[config.mk]
export PLATFORM = sky130hd
export DESIGN_NAME = fuse_signature_config_store
export DESIGN_NICKNAME = d
export VERILOG_FILES = /design/src/hdl/fuse_store_pkg.sv /design/src/hdl/page_addr_if.sv /design/src/hdl/fuse_signature_config_store.sv /design/src/hdl/page_splitter.sv
export SDC_FILE = /design/constraint.sdc
export NUM_CORES = 1
export LEC_CHECK = 0
export ABC_CLOCK_PERIOD_IN_PS = 2150
export BUFFER_PORTS_ARGS = -buffer_cell sky130_fd_sc_hd__buf_2
export CORE_MARGIN = 2
export CORE_UTILIZATION = 30
export DETAILED_ROUTE_END_ITERATION = 7
export PLACE_DENSITY = 0.61
export SYNTH_ARGS = -nofsm -noshare
export SYNTH_HDL_FRONTEND = slang
export SYNTH_SLANG_ARGS = --single-unit
[constraint.sdc]
create_clock -name ref_clk_in -period 2.15 [get_ports ref_clk_in]
set_input_delay 0.215 -clock ref_clk_in [delete_from_list [all_inputs] [get_ports ref_clk_in]]
set_output_delay 0.215 -clock ref_clk_in [all_outputs]
set_load 0.05 [all_outputs]
[src/hdl/fuse_store_pkg.sv]
// constants, field layout and defaults of the fuse and signature store
// assumes one 50 MHz clock; figures not given elsewhere are plain defaults
package fuse_store_pkg;
	// device variants
	localparam int VAR_SMALL = 0;
	localparam int VAR_MID   = 1;
	localparam int VAR_LARGE = 2;

	// flash and eeprom address split
	localparam int PC_W_SMALL  = 11;
	localparam int PC_W_MID    = 12;
	localparam int PC_W_LARGE  = 13;
	localparam int PC_OW_SMALL = 5;
	localparam int PC_OW_LARGE = 6;
	localparam int EE_W_SMALL  = 8;
	localparam int EE_W_LARGE  = 9;
	localparam int EE_OW       = 2;

	// extended byte fields
	localparam int EXT_SELF_PROG_BIT = 0;
	localparam int EXT_RESET_VEC_BIT = 0;
	localparam int EXT_BOOT_LSB      = 1;
	localparam logic [7:0] EXT_DEF_SMALL  = 8'hFF;
	localparam logic [7:0] EXT_DEF_LARGE  = 8'hF9;
	localparam logic [7:0] EXT_USED_SMALL = 8'h01;
	localparam logic [7:0] EXT_USED_LARGE = 8'h07;

	// high byte fields
	localparam int HI_RESET_DIS_BIT   = 7;
	localparam int HI_DEBUG_BIT       = 6;
	localparam int HI_SERIAL_PROG_BIT = 5;
	localparam int HI_WATCHDOG_BIT    = 4;
	localparam int HI_EE_PRESERVE_BIT = 3;
	localparam int HI_BROWNOUT_LSB    = 0;
	localparam logic [7:0] HI_DEF     = 8'hDF;

	// low byte fields
	localparam int LO_DIV8_BIT      = 7;
	localparam int LO_CLK_PIN_BIT   = 6;
	localparam int LO_STARTUP_LSB   = 4;
	localparam int LO_SOURCE_LSB    = 0;
	localparam logic [7:0] LO_DEF   = 8'h62;
	localparam logic [3:0] SRC_RC_8MHZ = 4'h2;

	// fuse byte select and signature addresses
	localparam logic [1:0] SEL_LOW  = 2'h0;
	localparam logic [1:0] SEL_HIGH = 2'h1;
	localparam logic [1:0] SEL_EXT  = 2'h2;
	localparam logic [1:0] SIG_ADDR0 = 2'h0;
	localparam logic [1:0] SIG_ADDR1 = 2'h1;
	localparam logic [1:0] SIG_ADDR2 = 2'h2;

	// request commands
	localparam logic [2:0] CMD_WR_FUSE = 3'h1;
	localparam logic [2:0] CMD_RD_FUSE = 3'h2;
	localparam logic [2:0] CMD_RD_SIG  = 3'h3;
	localparam logic [2:0] CMD_ERASE   = 3'h4;

	// timing
	localparam int CLK_NS      = 20;
	localparam int FUSE_WR_NS  = 1000;
	localparam int ERASE_NS    = 2000;
	localparam int FUSE_WR_CYC = (FUSE_WR_NS + CLK_NS - 1) / CLK_NS;
	localparam int ERASE_CYC   = (ERASE_NS + CLK_NS - 1) / CLK_NS;

	typedef enum logic [1:0] {ST_IDLE, ST_WRITE, ST_ERASE} prog_state_t;

	function automatic int pc_width(input int v);
		return (v == VAR_SMALL) ? PC_W_SMALL : (v == VAR_MID) ? PC_W_MID : PC_W_LARGE;
	endfunction

	function automatic int pc_off_width(input int v);
		return (v == VAR_LARGE) ? PC_OW_LARGE : PC_OW_SMALL;
	endfunction

	function automatic int ee_width(input int v);
		return (v == VAR_SMALL) ? EE_W_SMALL : EE_W_LARGE;
	endfunction

	function automatic logic [7:0] ext_default(input int v);
		return (v == VAR_SMALL) ? EXT_DEF_SMALL : EXT_DEF_LARGE;
	endfunction

	function automatic logic [7:0] ext_used(input int v);
		return (v == VAR_SMALL) ? EXT_USED_SMALL : EXT_USED_LARGE;
	endfunction
endpackage

[src/hdl/page_addr_if.sv]
// address, page index and in-page offset travelling together
// assumes the user drives addr and the splitter returns the split
`timescale 1ns/1ps
interface page_addr_if #(
	parameter int AW = 13,
	parameter int OW = 6
);
	logic [AW-1:0]    addr;
	logic [AW-OW-1:0] page_index;
	logic [OW-1:0]    page_offset;

	modport split (input addr, output page_index, output page_offset);
	modport user (output addr, input page_index, input page_offset);
endinterface

[src/hdl/fuse_signature_config_store.sv]
// fuse bytes, working latches, signature space and page address split
// assumes request port and lock bit come from logic on ref_clk_in;
// prog_mode_in is a pin and is synchronised here
`timescale 1ns/1ps
module fuse_signature_config_store #(
	parameter int         VARIANT   = fuse_store_pkg::VAR_LARGE,
	parameter logic [7:0] SIG_BYTE0 = 8'hA5,
	parameter logic [7:0] SIG_BYTE1 = 8'h5A,
	parameter logic [7:0] SIG_BYTE2 = 8'h3C,
	parameter logic [7:0] CAL_BYTE  = 8'h80,
	parameter int         WR_CYC    = fuse_store_pkg::FUSE_WR_CYC,
	parameter int         ER_CYC    = fuse_store_pkg::ERASE_CYC,
	localparam int        PC_W      = fuse_store_pkg::pc_width(VARIANT),
	localparam int        PC_OW     = fuse_store_pkg::pc_off_width(VARIANT),
	localparam int        EE_W      = fuse_store_pkg::ee_width(VARIANT),
	localparam int        EE_OW     = fuse_store_pkg::EE_OW
) (
	// clock and reset
	input  wire logic               ref_clk_in,
	input  wire logic               resetn_in,
	// programming mode pin and path
	input  wire logic               prog_mode_in,
	input  wire logic               prog_serial_in,
	// programmer requests
	input  wire logic               req_valid_in,
	input  wire logic [2:0]         req_cmd_in,
	input  wire logic [1:0]         req_sel_in,
	input  wire logic               req_hi_in,
	input  wire logic [7:0]         req_data_in,
	// lock state, 0 means programmed
	input  wire logic               memory_lock_first_in,
	// oscillator trim writes from software
	input  wire logic               trim_wr_in,
	input  wire logic [7:0]         trim_data_in,
	// request answers
	output logic                    busy_out,
	output logic                    rd_valid_out,
	output logic [7:0]              rd_data_out,
	output logic                    refused_out,
	output logic                    done_out,
	output logic                    erase_flash_out,
	output logic                    erase_eeprom_out,
	// latched configuration, raw fuse polarity; clock_pin_oe_out is inverted, int_rc_8mhz_sel_out is decoded, eeprom_preserve_out follows the live stored bit
	output logic                    self_program_allow_out,
	output logic                    reset_vector_sel_out,
	output logic [1:0]              boot_size_out,
	output logic                    ext_reset_disable_out,
	output logic                    debug_link_enable_out,
	output logic                    serial_prog_allow_out,
	output logic                    watchdog_forced_on_out,
	output logic                    eeprom_preserve_out,
	output logic [2:0]              brownout_level_out,
	output logic                    clock_div_eight_out,
	output logic [1:0]              startup_time_out,
	output logic [3:0]              clock_source_out,
	output logic                    int_rc_8mhz_sel_out,
	output logic                    clock_pin_oe_out,
	// oscillator trim
	output logic [7:0]              rc_osc_trim_out,
	// page address split
	input  wire logic [PC_W-1:0]    flash_pc_in,
	output logic [PC_W-PC_OW-1:0]   page_index_field_out,
	output logic [PC_OW-1:0]        page_word_offset_out,
	input  wire logic [EE_W-1:0]    eeprom_addr_in,
	output logic [EE_W-EE_OW-1:0]   eeprom_page_index_out,
	output logic [EE_OW-1:0]        eeprom_byte_offset_out
);
	import fuse_store_pkg::*;

	localparam logic [7:0] EXT_DEF  = ext_default(VARIANT);
	localparam logic [7:0] EXT_USED = ext_used(VARIANT);
	localparam bit         SMALL    = (VARIANT == VAR_SMALL);

	// stored fuse bytes and working latches
	logic [7:0]  fuse_ext_q;
	logic [7:0]  fuse_hi_q;
	logic [7:0]  fuse_lo_q;
	logic [7:0]  work_ext_q;
	logic [7:0]  work_hi_q;
	logic [7:0]  work_lo_q;
	// mode synchroniser and edges
	logic        mode_s1_q;
	logic        mode_q;
	logic        mode_d1_q;
	logic        pwrup_q;
	logic        relatch;
	// request handling
	prog_state_t state_q;
	logic [15:0] cnt_q;
	logic [1:0]  pend_sel_q;
	logic [7:0]  pend_val_q;
	logic        refuse_d;
	logic        accept;
	logic [7:0]  wr_val_d;
	logic [7:0]  rd_data_d;
	logic        wr_end;
	logic        er_end;
	logic        rd_valid_q;
	logic [7:0]  rd_data_q;
	logic        refused_q;
	logic        done_q;
	logic        erase_flash_q;
	logic        erase_eeprom_q;
	logic [7:0]  trim_q;

	// two flops before the mode pin is used
	always_ff @(posedge ref_clk_in or negedge resetn_in) begin
		if (!resetn_in) begin
			mode_s1_q <= 1'b0;
			mode_q    <= 1'b0;
			mode_d1_q <= 1'b0;
		end else begin
			mode_s1_q <= prog_mode_in;
			mode_q    <= mode_s1_q;
			mode_d1_q <= mode_q;
		end
	end

	// one-cycle marker after reset release, the power-up latch point
	always_ff @(posedge ref_clk_in or negedge resetn_in) begin
		if (!resetn_in) begin
			pwrup_q <= 1'b1;
		end else begin
			pwrup_q <= 1'b0;
		end
	end

	// exit also relatches, so changes made in the session take hold then
	assign relatch = pwrup_q || (mode_q != mode_d1_q);

	// request checks
	always_comb begin
		refuse_d = 1'b0;
		case (req_cmd_in)
			CMD_WR_FUSE: begin
				refuse_d = !memory_lock_first_in || (req_sel_in == 2'h3);
			end
			CMD_RD_FUSE: begin
				refuse_d = (req_sel_in == 2'h3);
			end
			CMD_RD_SIG: begin
				// lock state is not looked at here
				refuse_d = (req_sel_in == 2'h3);
			end
			CMD_ERASE: begin
				refuse_d = 1'b0;
			end
			default: begin
				refuse_d = 1'b1;
			end
		endcase
		if (!mode_q || (state_q != ST_IDLE)) begin
			refuse_d = 1'b1;
		end
		if (prog_serial_in && work_hi_q[HI_SERIAL_PROG_BIT]) begin
			refuse_d = 1'b1;
		end
	end

	assign accept = req_valid_in && !refuse_d;

	// value to be stored by a fuse write
	always_comb begin
		wr_val_d = req_data_in;
		case (req_sel_in)
			SEL_HIGH: begin
				if (prog_serial_in) begin
					wr_val_d[HI_SERIAL_PROG_BIT] = fuse_hi_q[HI_SERIAL_PROG_BIT];
				end
			end
			SEL_EXT: begin
				wr_val_d = req_data_in | ~EXT_USED;
			end
			default: begin
				wr_val_d = req_data_in;
			end
		endcase
	end

	// read mux, raw stored values so 0 shows a programmed bit
	always_comb begin
		rd_data_d = 8'hFF;
		if (req_cmd_in == CMD_RD_FUSE) begin
			case (req_sel_in)
				SEL_LOW:  rd_data_d = fuse_lo_q;
				SEL_HIGH: rd_data_d = fuse_hi_q;
				SEL_EXT:  rd_data_d = fuse_ext_q;
				default:  rd_data_d = 8'hFF;
			endcase
		end else begin
			case (req_sel_in)
				SIG_ADDR0: rd_data_d = req_hi_in ? CAL_BYTE : SIG_BYTE0;
				SIG_ADDR1: rd_data_d = SIG_BYTE1;
				SIG_ADDR2: rd_data_d = SIG_BYTE2;
				default:   rd_data_d = 8'hFF;
			endcase
		end
	end

	assign wr_end = (state_q == ST_WRITE) && (cnt_q == 16'(WR_CYC - 1));
	assign er_end = (state_q == ST_ERASE) && (cnt_q == 16'(ER_CYC - 1));

	// write and erase sequencing
	always_ff @(posedge ref_clk_in or negedge resetn_in) begin
		if (!resetn_in) begin
			state_q    <= ST_IDLE;
			cnt_q      <= 16'h0000;
			pend_sel_q <= SEL_LOW;
			pend_val_q <= 8'hFF;
		end else begin
			case (state_q)
				ST_IDLE: begin
					cnt_q <= 16'h0000;
					if (accept && (req_cmd_in == CMD_WR_FUSE)) begin
						state_q    <= ST_WRITE;
						pend_sel_q <= req_sel_in;
						pend_val_q <= wr_val_d;
					end else if (accept && (req_cmd_in == CMD_ERASE)) begin
						state_q <= ST_ERASE;
					end
				end
				ST_WRITE: begin
					cnt_q <= cnt_q + 16'h0001;
					if (wr_end) begin
						state_q <= ST_IDLE;
					end
				end
				ST_ERASE: begin
					cnt_q <= cnt_q + 16'h0001;
					if (er_end) begin
						state_q <= ST_IDLE;
					end
				end
				default: begin
					state_q <= ST_IDLE;
				end
			endcase
		end
	end

	// stored fuse bytes, fresh part values at power-up
	always_ff @(posedge ref_clk_in or negedge resetn_in) begin
		if (!resetn_in) begin
			fuse_ext_q <= EXT_DEF;
			fuse_hi_q  <= HI_DEF;
			fuse_lo_q  <= LO_DEF;
		end else if (wr_end) begin
			// erase never reaches these bytes
			case (pend_sel_q)
				SEL_LOW:  fuse_lo_q  <= pend_val_q;
				SEL_HIGH: fuse_hi_q  <= pend_val_q;
				SEL_EXT:  fuse_ext_q <= pend_val_q;
				default:  fuse_lo_q  <= fuse_lo_q;
			endcase
		end
	end

	// working latches only follow stored bytes at latch points
	always_ff @(posedge ref_clk_in or negedge resetn_in) begin
		if (!resetn_in) begin
			work_ext_q <= EXT_DEF;
			work_hi_q  <= HI_DEF;
			work_lo_q  <= LO_DEF;
		end else if (relatch) begin
			work_ext_q <= fuse_ext_q;
			work_hi_q  <= fuse_hi_q;
			work_lo_q  <= fuse_lo_q;
		end
	end

	// answers to the programmer
	always_ff @(posedge ref_clk_in or negedge resetn_in) begin
		if (!resetn_in) begin
			rd_valid_q <= 1'b0;
			rd_data_q  <= 8'h00;
			refused_q  <= 1'b0;
		end else begin
			rd_valid_q <= accept && ((req_cmd_in == CMD_RD_FUSE) || (req_cmd_in == CMD_RD_SIG));
			refused_q  <= req_valid_in && refuse_d;
			if (accept) begin
				rd_data_q <= rd_data_d;
			end
		end
	end

	// completion and erase strobes
	always_ff @(posedge ref_clk_in or negedge resetn_in) begin
		if (!resetn_in) begin
			done_q         <= 1'b0;
			erase_flash_q  <= 1'b0;
			erase_eeprom_q <= 1'b0;
		end else begin
			done_q         <= wr_end || er_end;
			erase_flash_q  <= er_end;
			// live stored bit, so a preserve set this session counts
			erase_eeprom_q <= er_end && fuse_hi_q[HI_EE_PRESERVE_BIT];
		end
	end

	// trim register reloads the calibration value on every reset
	always_ff @(posedge ref_clk_in or negedge resetn_in) begin
		if (!resetn_in) begin
			trim_q <= CAL_BYTE;
		end else if (trim_wr_in) begin
			trim_q <= trim_data_in;
		end
	end

	assign busy_out         = (state_q != ST_IDLE);
	assign rd_valid_out     = rd_valid_q;
	assign rd_data_out      = rd_data_q;
	assign refused_out      = refused_q;
	assign done_out         = done_q;
	assign erase_flash_out  = erase_flash_q;
	assign erase_eeprom_out = erase_eeprom_q;
	assign rc_osc_trim_out  = trim_q;

	// small variant has only the self-programming bit in the extended byte
	assign self_program_allow_out = SMALL ? work_ext_q[EXT_SELF_PROG_BIT] : 1'b1;
	assign reset_vector_sel_out   = SMALL ? 1'b1 : work_ext_q[EXT_RESET_VEC_BIT];
	assign boot_size_out          = SMALL ? 2'b11 : work_ext_q[EXT_BOOT_LSB +: 2];
	assign ext_reset_disable_out  = work_hi_q[HI_RESET_DIS_BIT];
	assign debug_link_enable_out  = work_hi_q[HI_DEBUG_BIT];
	assign serial_prog_allow_out  = work_hi_q[HI_SERIAL_PROG_BIT];
	assign watchdog_forced_on_out = work_hi_q[HI_WATCHDOG_BIT];
	assign eeprom_preserve_out    = fuse_hi_q[HI_EE_PRESERVE_BIT];
	assign brownout_level_out     = work_hi_q[HI_BROWNOUT_LSB +: 3];
	assign clock_div_eight_out    = work_lo_q[LO_DIV8_BIT];
	assign startup_time_out       = work_lo_q[LO_STARTUP_LSB +: 2];
	assign clock_source_out       = work_lo_q[LO_SOURCE_LSB +: 4];
	assign int_rc_8mhz_sel_out    = (work_lo_q[LO_SOURCE_LSB +: 4] == SRC_RC_8MHZ);
	// pad mux outside routes the system clock while this is high
	assign clock_pin_oe_out       = !work_lo_q[LO_CLK_PIN_BIT];

	// page address split
	page_addr_if #(.AW(PC_W), .OW(PC_OW)) flash_addr ();
	page_addr_if #(.AW(EE_W), .OW(EE_OW)) eeprom_addr ();

	assign flash_addr.addr  = flash_pc_in;
	assign eeprom_addr.addr = eeprom_addr_in;

	page_splitter #(.AW(PC_W), .OW(PC_OW)) flash_split (
		.ref_clk_in (ref_clk_in),
		.resetn_in  (resetn_in),
		.bus        (flash_addr)
	);

	page_splitter #(.AW(EE_W), .OW(EE_OW)) eeprom_split (
		.ref_clk_in (ref_clk_in),
		.resetn_in  (resetn_in),
		.bus        (eeprom_addr)
	);

	assign page_index_field_out   = flash_addr.page_index;
	assign page_word_offset_out   = flash_addr.page_offset;
	assign eeprom_page_index_out  = eeprom_addr.page_index;
	assign eeprom_byte_offset_out = eeprom_addr.page_offset;
endmodule

[src/hdl/page_splitter.sv]
// registered split of an address into page index and in-page offset
// assumes addr comes from logic on ref_clk_in
`timescale 1ns/1ps
module page_splitter #(
	parameter int AW = 13,
	parameter int OW = 6
) (
	// clock and reset
	input wire logic    ref_clk_in,
	input wire logic    resetn_in,
	// address in, split out
	page_addr_if.split  bus
);
	always_ff @(posedge ref_clk_in or negedge resetn_in) begin
		if (!resetn_in) begin
			bus.page_index  <= '0;
			bus.page_offset <= '0;
		end else begin
			bus.page_index  <= bus.addr[AW-1:OW];
			bus.page_offset <= bus.addr[OW-1:0];
		end
	end
endmodule

## Word level (Yosys, flattened, before mapping)

Cells that the tools add are included.

| storage, ports and cells | value |
|---|---|
| register bits after elaboration | 118 |
| bits of input ports | 51 |
| output and inout port bits | 65 |
| word-level logic and storage cells | 91 |

| operators by class | value |
|---|---|
| add/sub/neg operators | 1 |
| equal/unequal tests | 18 |
| mux-type cells | 17 |
| reduce and logical (&&, ||, !) cells | 30 |

Operators by type and width:

| operator | number |
|---|---|
| $pmux W8 S3 | 2 |
| $pmux W16 S2 | 1 |
| $add A16 B1 Y16 const B | 1 |
| $eq A16 B6 Y1 const B | 1 |
| $eq A16 B7 Y1 const B | 1 |
| $mux W2 | 5 |
| $logic_and A1 B1 Y1 | 9 |
| $eq A2 B2 Y1 const B | 4 |
| $mux W8 | 1 |
| $reduce_and A2 Y1 | 4 |
| $eq A2 B1 Y1 const B | 3 |
| $eq A3 B2 Y1 const B | 2 |
| $logic_not A2 Y1 | 3 |
| $mux W6 | 1 |
| $pmux W2 S3 | 1 |
| $logic_or A1 B1 Y1 | 5 |
| $mux W5 | 1 |
| $eq A4 B2 Y1 const B | 1 |
| $logic_not A1 Y1 | 4 |
| $ne A2 B2 Y1 const B | 2 |
| $reduce_bool A2 Y1 | 2 |
| $reduce_or A2 Y1 | 2 |
| $eq A3 B1 Y1 const B | 1 |
| $eq A3 B3 Y1 const B | 1 |
| 6 further kinds | 8 |

## Logic depth before layout (Yosys ltp)

Gate-level depths: netlist of the first run.

| depth | value |
|---|---|
| word-level depth | 11 |
| depth in mapped cells | 7 |
| mapped depth without buffers | 6 |

## Hierarchy

A second synthesis of the first run with hierarchy kept.

| second synthesis, totals | value |
|---|---|
| cells, all modules | 381 |
| area, all modules | 4974.8 um2 |

By module, submodules not included:

| module | instances | cells an instance | area each (um2) | seq. area each (um2) |
|---|---|---|---|---|
| fuse_signature_config_store | 1 | 359 | 4424.2 | 2422.3 |
| page_splitter at flash_split | 1 | 13 | 325.3 | 325.3 |
| page_splitter at eeprom_split | 1 | 9 | 225.2 | 225.2 |

## Worst setup path after synthesis of the first run

Ideal clock, no wire load.

| timing | value |
|---|---|
| path type | register -> output |
| start point | register work_lo_q[1] |
| end point | output port int_rc_8mhz_sel_out |
| data arrival time | 2.122 ns |
| data required time | 1.935 ns |
| slack | -0.187 ns |
| cell stages (with the launch flop) | 2 |
| path buffers | 0 |
| path through | dfstp_2 -> nor4b_1 |

| on the way | value |
|---|---|
| word-level cells in the longest chain between the ends | 1 |

RTL lines:

| item | line | text |
|---|---|---|
| from (decl) | fuse_signature_config_store.sv:80 | `logic [7:0] work_lo_q;` |
| from (signal assigned) | fuse_signature_config_store.sv:267 | `work_lo_q <= fuse_lo_q;` |
| $eq A4 B2 Y1 | fuse_signature_config_store.sv:331 | `assign int_rc_8mhz_sel_out = (work_lo_q[LO_SOURCE_LSB +: 4] == SRC_RC_8MHZ);` |
| to (decl) | fuse_signature_config_store.sv:56 | `output logic int_rc_8mhz_sel_out,` |

No other way between the ends.

## Final worst setup path of the first run

| timing | value |
|---|---|
| start point | register state_q[0] |
| end point | register cnt_q[15] |

| on the way | value |
|---|---|
| word-level cells in the longest chain between the ends | 3 |
| elaborated cells on any way between the ends | 6 |
| classes of those cells | eq/ne: 2; mux: 1; reduce/logical: 3 |

RTL lines:

| item | line | text |
|---|---|---|
| from (decl) | fuse_signature_config_store.sv:88 | `prog_state_t state_q;` |
| from (signal assigned) | fuse_signature_config_store.sv:206 | `state_q <= ST_IDLE;` |
| from (signal assigned) | fuse_signature_config_store.sv:215 | `state_q <= ST_WRITE;` |
| from (signal assigned) | fuse_signature_config_store.sv:219 | `state_q <= ST_ERASE;` |
| $eq A2 B1 Y1 / $eq A2 B2 Y1 (equally long branches) | fuse_signature_config_store.sv:211 | `case (state_q)` |
| $reduce_or A2 Y1 (no source line) | n/a |  |
| $pmux W16 S2 / $reduce_bool A2 Y1 (equally long branches) | n/a |  |
| to (signal assigned) | fuse_signature_config_store.sv:223 | `cnt_q <= cnt_q + 16'h0001;` |
| to (signal assigned) | fuse_signature_config_store.sv:229 | `cnt_q <= cnt_q + 16'h0001;` |
| to (decl) | fuse_signature_config_store.sv:89 | `logic [15:0] cnt_q;` |

Several ways; a longest one is shown, not always the timed one.
A chain may end at the register's enable or synchronous reset.

==> metrics.txt, run 1 <==
# TYPE chip_impl_metric gauge
chip_impl_info{name="clock_tree.root_cell",value="sky130_fd_sc_hd__clkbuf_16"} 1
chip_impl_metric{name="grt_pass1_vias",unit=""} 3780
chip_impl_metric{name="routed_wl",unit="um"} 11700
chip_impl_metric{name="max-cap-violations",unit=""} 0
chip_impl_metric{name="seqCellArea",unit="mm2"} 0.00297
chip_impl_metric{name="finalSetupTns",unit="ps"} 0
chip_impl_metric{name="number_of_primary_i_o_pins",unit=""} 116
chip_impl_metric{name="fp.dieH",unit="um"} 133
chip_impl_metric{name="ir_worst_vdd",unit="mV"} 0.663
chip_impl_metric{name="synth_enable_flop_cells",unit=""} 0
chip_impl_info{name="cts_tree",value="yes"} 1
chip_impl_metric{name="power_density",unit="mW/mm2"} 832
chip_impl_metric{name="clock_insertion_delay_worst_skew",unit="ps"} 420
chip_impl_metric{name="relSlewSlack",unit="%"} 61.0
chip_impl_info{name="hold_path_origin",value="trim_data_in[1]"} 1
chip_impl_metric{name="final.setup_skew",unit="ps"} 10.5
chip_impl_metric{name="yosys_register_bits",unit=""} 117
chip_impl_metric{name="detail_route.vias_per_cell",unit=""} 4.66
chip_impl_metric{name="via_count",unit=""} 3557
chip_impl_metric{name="chipWidth",unit="um"} 133
chip_impl_metric{name="iter_0_drt_violations",unit=""} 169
chip_impl_metric{name="mappedNetlistNets",unit=""} 442
chip_impl_metric{name="antennaDiodeCount",unit=""} 0
chip_impl_metric{name="synthesis.area_per_instance",unit="um2"} 13.1
chip_impl_metric{name="grt_util_all_layers",unit="%"} 14.0
chip_impl_metric{name="power.leakage",unit="nW"} 3.17
chip_impl_metric{name="clk_path_buf_depth",unit=""} 2
chip_impl_metric{name="grt_max_degree",unit=""} 44
chip_impl_info{name="grt_setup_unrepaired",value="false"} 1
chip_impl_metric{name="design_power_total",unit="mW"} 5.59
chip_impl_metric{name="die-area",unit="mm2"} 0.0177
chip_impl_metric{name="cts_buffers",unit=""} 17
chip_impl_info{name="worstSetupEndpointType",value="flip-flop"} 1
chip_impl_info{name="hold_path.class",value="in -> reg"} 1
chip_impl_metric{name="timing_max_transition_violations_final",unit=""} 0
chip_impl_metric{name="synthesis.yosys.warnings",unit=""} 0
chip_impl_info{name="cpLargestDelayFamily",value="simple AND/OR/NAND/NOR gates"} 1
chip_impl_metric{name="fmax",unit="GHz"} 0.503
chip_impl_metric{name="area_of_the_multi_input_gates",unit="mm2"} 0.00185
chip_impl_metric{name="ys_types",unit=""} 51
chip_impl_info{name="crit_slowest_cell",value="sky130_fd_sc_hd__or4_1"} 1
chip_impl_info{name="r2r_start",value="state_q[0]"} 1
chip_impl_metric{name="crit_buf_inv",unit=""} 0
chip_impl_info{name="synth-main-ff-cell",value="sky130_fd_sc_hd__dfrtp_1"} 1
chip_impl_metric{name="mappedNetlistArea",unit="mm2"} 0.00499
chip_impl_info{name="startpoint",value="state_q[0]"} 1
chip_impl_metric{name="cts-htree-levels",unit=""} 4
chip_impl_metric{name="worst_slew_pin_slew",unit="ps"} 586
chip_impl_metric{name="grt_pass1_wl",unit="um"} 19300
chip_impl_metric{name="syn_inst",unit=""} 380
chip_impl_metric{name="gpl.final_weighted_congestion",unit=""} 0.782
chip_impl_metric{name="fin_ws",unit="ps"} 162
chip_impl_metric{name="clkSinkCount",unit=""} 117
chip_impl_metric{name="drtPass1Iterations",unit=""} 4
chip_impl_metric{name="finalInstanceArea",unit="mm2"} 0.00672
chip_impl_metric{name="worstPathMaxFanout",unit=""} 5
chip_impl_metric{name="crit_required",unit="ps"} 2490
chip_impl_metric{name="fin_nets",unit=""} 592
chip_impl_info{name="worstSetupStartpointType",value="flip-flop"} 1
chip_impl_metric{name="num-fill-cells",unit=""} 1542
chip_impl_metric{name="core_area",unit="mm2"} 0.0164
chip_impl_info{name="crit_path_cell_trace",value="ha_1 > and4b_1 > nand3_1 > or4_1 > a21oi_1"} 1
chip_impl_info{name="final_cell_mix",value="sky130_fd_sc_hd__buf_2, sky130_fd_sc_hd__dfrtp_1, sky130_fd_sc_hd__mux2_2"} 1
chip_impl_metric{name="async_reset_ff_share",unit="%"} 100
chip_impl_metric{name="syn2layout_area_growth",unit="%"} 34.8
chip_impl_metric{name="finalSetupViolations",unit=""} 0
chip_impl_metric{name="detailed_place.area",unit="mm2"} 0.00585
chip_impl_metric{name="cts.reportedPaths.clkPinSlew",unit="ps"} 60
chip_impl_metric{name="place_hpwl",unit="um"} 8240
chip_impl_metric{name="non_filler_instance_count_after_layout",unit=""} 763
chip_impl_metric{name="seq_area_frac_synth",unit="%"} 59.6
chip_impl_metric{name="hold_violations",unit=""} 0
chip_impl_metric{name="port-buffer-count",unit=""} 114
chip_impl_metric{name="grt_antenna_before_repair",unit=""} 0
chip_impl_metric{name="dp_cells",unit=""} 707
chip_impl_metric{name="grt-ovfl-total",unit=""} 0
chip_impl_info{name="final_common_cell",value="sky130_fd_sc_hd__buf_2"} 1
chip_impl_metric{name="pre_cts_ws",unit="ps"} 163
chip_impl_metric{name="cp_data_arrival_time",unit="ps"} 2330
chip_impl_metric{name="drc",unit=""} 0
chip_impl_metric{name="post-route-period-util",unit="%"} 92.4
chip_impl_info{name="timing_worst_setup_path_type",value="reg -> reg"} 1
chip_impl_info{name="run_status",value="finished, final reports clean"} 1
chip_impl_metric{name="min_period",unit="ps"} 1990
chip_impl_metric{name="initial_utilization",unit="%"} 30.4
chip_impl_metric{name="detail-route-antenna-nets",unit=""} 0
chip_impl_metric{name="post_route_cells_drive_above_1_share",unit="%"} 49.2
chip_impl_metric{name="route.detailed.wl_per_inst",unit="um"} 15.4
chip_impl_metric{name="num_rows",unit=""} 47
chip_impl_metric{name="critical-path-max-stage-delay",unit="ps"} 520
-- flip-flops by register name, indices dropped and copies added (netlist names), 3 cells and up --
register,cells
work_lo_q,8
fuse_ext_q,8
flash_split.bus.page_offset,6
eeprom_split.bus.page_index,7
work_hi_q,7
fuse_hi_q,8
cnt_q,16
rd_data_out,8
flash_split.bus.page_index,7
work_ext_q,3
pend_val_q,8
rc_osc_trim_out,8
fuse_lo_q,8
-- stage by stage --
stage	utilization, %	hold slack (ps)
CTS	40.9	4.85
global placement	35.7	252
floorplan	-	-80.6
detailed placement	35.7	266
finish	41.0	24.2
global route	41.0	8.95
-- worst paths after layout --
path                                           end  slack [ps]  cells past startpoint
worst min-delay path            rc_osc_trim_out[1]          20                      2
worst min register to register              mode_q         350                      0
worst max register to register           cnt_q[15]         160                      5
max in group asynchronous             fuse_hi_q[7]        1110                      3
min in group asynchronous             work_lo_q[4]         360                      2
worst max-delay path                     cnt_q[15]         160                      5
-- area by class of cell --
type | instances | share of cell area [%]
sequential | 117 | 44.2
multi-input combinational | 225 | 27.6
timing repair buffer | 151 | 13.9
clock buffer | 18 | 6.54
tap | 220 | 4.10
clock inverter | 14 | 2.59
inverter | 18 | 1.01
-- repair_timing --
item,CTS,global route
setup endpoints to repair,0,7
endpoints found under the hold margin,48,0
gates resized for setup,0,2
setup buffers,0,0
hold buffers,24,0
-- worst register-to-register path, stage by stage, from the launching register on --
cell and delay (ps):
sky130_fd_sc_hd__dfrtp_1 400, sky130_fd_sc_hd__ha_1 220, sky130_fd_sc_hd__and4b_1 360, sky130_fd_sc_hd__nand3_1 240, sky130_fd_sc_hd__or4_1 520, sky130_fd_sc_hd__a21oi_1 170
-- logic make-up (layout without fill, tap and decap cells) --
group                    after synthesis  in the layout  share of synthesized area, %
AO/OA/AOI/OAI                         57             57                          7.60
XOR/XNOR                               8              8                          1.41
adder cells (fa/ha/maj)               11             11                          2.76
buffers and inverters                 38            201                          3.59
flip-flops                           117            117                          59.6
multiplexers                          65             65                          14.5
other                                  2              2                         0.151
AND/OR/NAND/NOR                       82             82                          10.3
-- cells in the mapped netlist (all sizes together) (4+ instances only) --
master  number  share of area, %
a21oi       12               1.2
a222oi       7               1.4
a22o         4              0.73
buf         11               1.6
clkbuf       9              0.68
dfrtp       81                41
dfstp       36                19
ha          11               2.8
inv         18               1.4
mux2        59                13
mux2i        6               1.2
nand2       12              0.90
nand3        8              0.80
nand4        6              0.88
nand4b       4              0.95
nor2        18               1.4
nor2b        4              0.50
nor3         4              0.40
nor4         4               1.2
o21ai       19               1.9
xor2         5              0.88
-- metal layers --
layer	wire, um	up-vias	track usage (%)
li1	-	1654	-
met1	5270	1767	17.5
met2	5590	112	22.2
met3	565	24	4.25
met4	312	0	6.99
met5	0	-	0
-- report_power, final --
group          switching (mW)  internal, mW  leakage (nW)
registers              0.0140          2.25          1.39
clock network            1.05          1.86         0.301
logic                   0.278         0.140          1.48
(Power assumes the default switching activity.)
==> run 2, diff against run 1 <==
CORE_ASPECT_RATIO = 1.2   (was not set)
CTS_BUF_LIST = sky130_fd_sc_hd__clkbuf_8 sky130_fd_sc_hd__clkbuf_16   (was not set)
==> metrics.txt, run 2 (synthesis gave the netlist of run 1 again) <==
# TYPE chip_impl_metric gauge
chip_impl_info{name="worstSetupEndpointType",value="flip-flop"} 1
chip_impl_metric{name="grt_pass1_wl",unit="um"} 20000
chip_impl_metric{name="worst_slew_pin_slew",unit="ps"} 627
chip_impl_info{name="startpoint",value="cnt_q[1]"} 1
chip_impl_metric{name="timing_max_transition_violations_final",unit=""} 0
chip_impl_metric{name="finalInstanceArea",unit="mm2"} 0.00670
chip_impl_metric{name="grt_util_all_layers",unit="%"} 14.7
chip_impl_metric{name="post-route-period-util",unit="%"} 92.7
chip_impl_metric{name="syn2layout_area_growth",unit="%"} 34.4
chip_impl_metric{name="detail-route-antenna-nets",unit=""} 0
chip_impl_metric{name="cp_data_arrival_time",unit="ps"} 2290
chip_impl_info{name="final_cell_mix",value="sky130_fd_sc_hd__buf_2, sky130_fd_sc_hd__dfrtp_1, sky130_fd_sc_hd__mux2_2"} 1
chip_impl_metric{name="grt_max_degree",unit=""} 118
chip_impl_metric{name="crit_buf_inv",unit=""} 1
chip_impl_metric{name="via_count",unit=""} 3565
chip_impl_metric{name="min_period",unit="ps"} 1990
chip_impl_metric{name="fmax",unit="GHz"} 0.502
chip_impl_info{name="hold_path_origin",value="trim_data_in[4]"} 1
chip_impl_metric{name="grt_pass1_vias",unit=""} 3824
chip_impl_metric{name="die-area",unit="mm2"} 0.0177
chip_impl_metric{name="port-buffer-count",unit=""} 114
chip_impl_metric{name="dp_cells",unit=""} 698
chip_impl_metric{name="drtPass1Iterations",unit=""} 5
chip_impl_metric{name="grt-ovfl-total",unit=""} 0
chip_impl_metric{name="regToRegSetupSlack",unit="ps"} 160
chip_impl_info{name="r2r_start",value="cnt_q[1]"} 1
chip_impl_metric{name="chipWidth",unit="um"} 122
chip_impl_metric{name="final.setup_skew",unit="ps"} 8.64
chip_impl_metric{name="max-cap-violations",unit=""} 0
chip_impl_metric{name="routed_wl",unit="um"} 12200
chip_impl_info{name="top_register_by_number_of_flip_flops",value="cnt_q"} 1
chip_impl_metric{name="relSlewSlack",unit="%"} 58.2
chip_impl_metric{name="critical-path-max-stage-delay",unit="ps"} 420
chip_impl_metric{name="gpl.final_weighted_congestion",unit=""} 0.804
chip_impl_metric{name="fin_nets",unit=""} 592
chip_impl_metric{name="final.hold.worst_slack",unit="ps"} 34.1
chip_impl_metric{name="clk_path_buf_depth",unit=""} 2
chip_impl_metric{name="initial_utilization",unit="%"} 30.6
chip_impl_metric{name="hold_violations",unit=""} 0
chip_impl_metric{name="route.detailed.wl_per_inst",unit="um"} 16.2
chip_impl_info{name="timing_worst_setup_path_type",value="reg -> reg"} 1
chip_impl_info{name="run_status",value="finished, final reports clean"} 1
chip_impl_info{name="crit_path_cell_trace",value="inv_1 > ha_1 > and4b_1 > and4_2 > nand4b_2 > mux2_2"} 1
chip_impl_metric{name="post_route_cells_drive_above_1_share",unit="%"} 48.4
chip_impl_metric{name="worstPathMaxFanout",unit=""} 8
chip_impl_metric{name="crit_required",unit="ps"} 2450
chip_impl_metric{name="clkSinkCount",unit=""} 117
chip_impl_metric{name="non_filler_instance_count_after_layout",unit=""} 755
chip_impl_info{name="grt_setup_unrepaired",value="false"} 1
chip_impl_metric{name="antennaDiodeCount",unit=""} 0
chip_impl_info{name="cpLargestDelayFamily",value="simple AND/OR/NAND/NOR gates"} 1
chip_impl_info{name="worstSetupStartpointType",value="flip-flop"} 1
chip_impl_metric{name="grt_antenna_before_repair",unit=""} 0
chip_impl_metric{name="largest_register_ff_count",unit=""} 16
chip_impl_metric{name="iter_0_drt_violations",unit=""} 198
chip_impl_metric{name="core_area",unit="mm2"} 0.0163
chip_impl_metric{name="cts.reportedPaths.clkPinSlew",unit="ps"} 50
chip_impl_info{name="clock_tree.root_cell",value="sky130_fd_sc_hd__clkbuf_16"} 1
chip_impl_metric{name="fp.dieH",unit="um"} 145
chip_impl_info{name="hold_path.class",value="in -> reg"} 1
chip_impl_info{name="cts_tree",value="yes"} 1
chip_impl_metric{name="drc",unit=""} 0
chip_impl_metric{name="num_rows",unit=""} 51
chip_impl_metric{name="detailed_place.area",unit="mm2"} 0.00582
chip_impl_metric{name="cts_buffers",unit=""} 17
chip_impl_metric{name="finalSetupViolations",unit=""} 0
chip_impl_metric{name="place_hpwl",unit="um"} 8390
chip_impl_metric{name="finalSetupTns",unit="ps"} 0
chip_impl_metric{name="power_density",unit="mW/mm2"} 837
chip_impl_metric{name="number_of_primary_i_o_pins",unit=""} 116
chip_impl_metric{name="clock_insertion_delay_worst_skew",unit="ps"} 420
chip_impl_info{name="final_common_cell",value="sky130_fd_sc_hd__buf_2"} 1
chip_impl_metric{name="ir_worst_vdd",unit="mV"} 0.390
chip_impl_metric{name="detail_route.vias_per_cell",unit=""} 4.72
chip_impl_metric{name="cts-htree-levels",unit=""} 4
chip_impl_info{name="crit_slowest_cell",value="sky130_fd_sc_hd__dfrtp_1"} 1
chip_impl_metric{name="power.leakage",unit="nW"} 3.18
run 2: where the power goes:
part / internal [mW] / switching [mW]
Sequential: 2.25 / 0.0128
Clock: 1.93 / 0.994
Combinational: 0.139 / 0.282
Total: 4.32 / 1.29
run 2: area by class of cell:
| type | count | area (um2) |
|---|---|---|
| clock inverters | 11 | 134 |
| fillers | 1575 | 9570 |
| multi-input cells | 225 | 1850 |
| clock buffers | 21 | 480 |
| well taps | 212 | 265 |
| repair buffers | 151 | 926 |
| flip-flops and latches | 117 | 2970 |
| inverters | 18 | 67.6 |
run 2: per-stage QoR:
stage / worst slack [ps] / util (%) / power [mW]
floorplan: 252 / - / 2.52
finish: 156 / 41.2 / 5.61
global placement: 207 / 35.8 / 2.68
global route: 15.7 / 41.2 / 5.81
detailed placement: 138 / 35.8 / 2.69
CTS: 99.7 / 41.1 / 5.68
run 2: layer usage:
layer	routed length [um]	up-vias	global-route usage (%)	part of all wire (%)
met5	0	-	0	0
met4	160	0	5.98	1.3
met3	567	11	4.28	4.6
met2	6510	92	24.9	53
met1	5010	1798	17.4	41
li1	-	1664	-	-
run 2: path summary, 6_finish.rpt:
path	endpoint	cells after the start
max	fuse_hi_q[5]	6
min	rc_osc_trim_out[4]	2
max reg2reg	fuse_hi_q[5]	6
min reg2reg	mode_q	0
max in group asynchronous	fuse_lo_q[4]	3
min in group asynchronous	flash_split.bus.page_index[0]	3
run 2: what timing repair did:
item                                   in CTS  in global routing
endpoints found under the hold margin     105                  0
setup endpoints to repair                   0                 11
gates resized for setup                     0                  2
buffers inserted                            0                  0
hold buffers                               25                  0
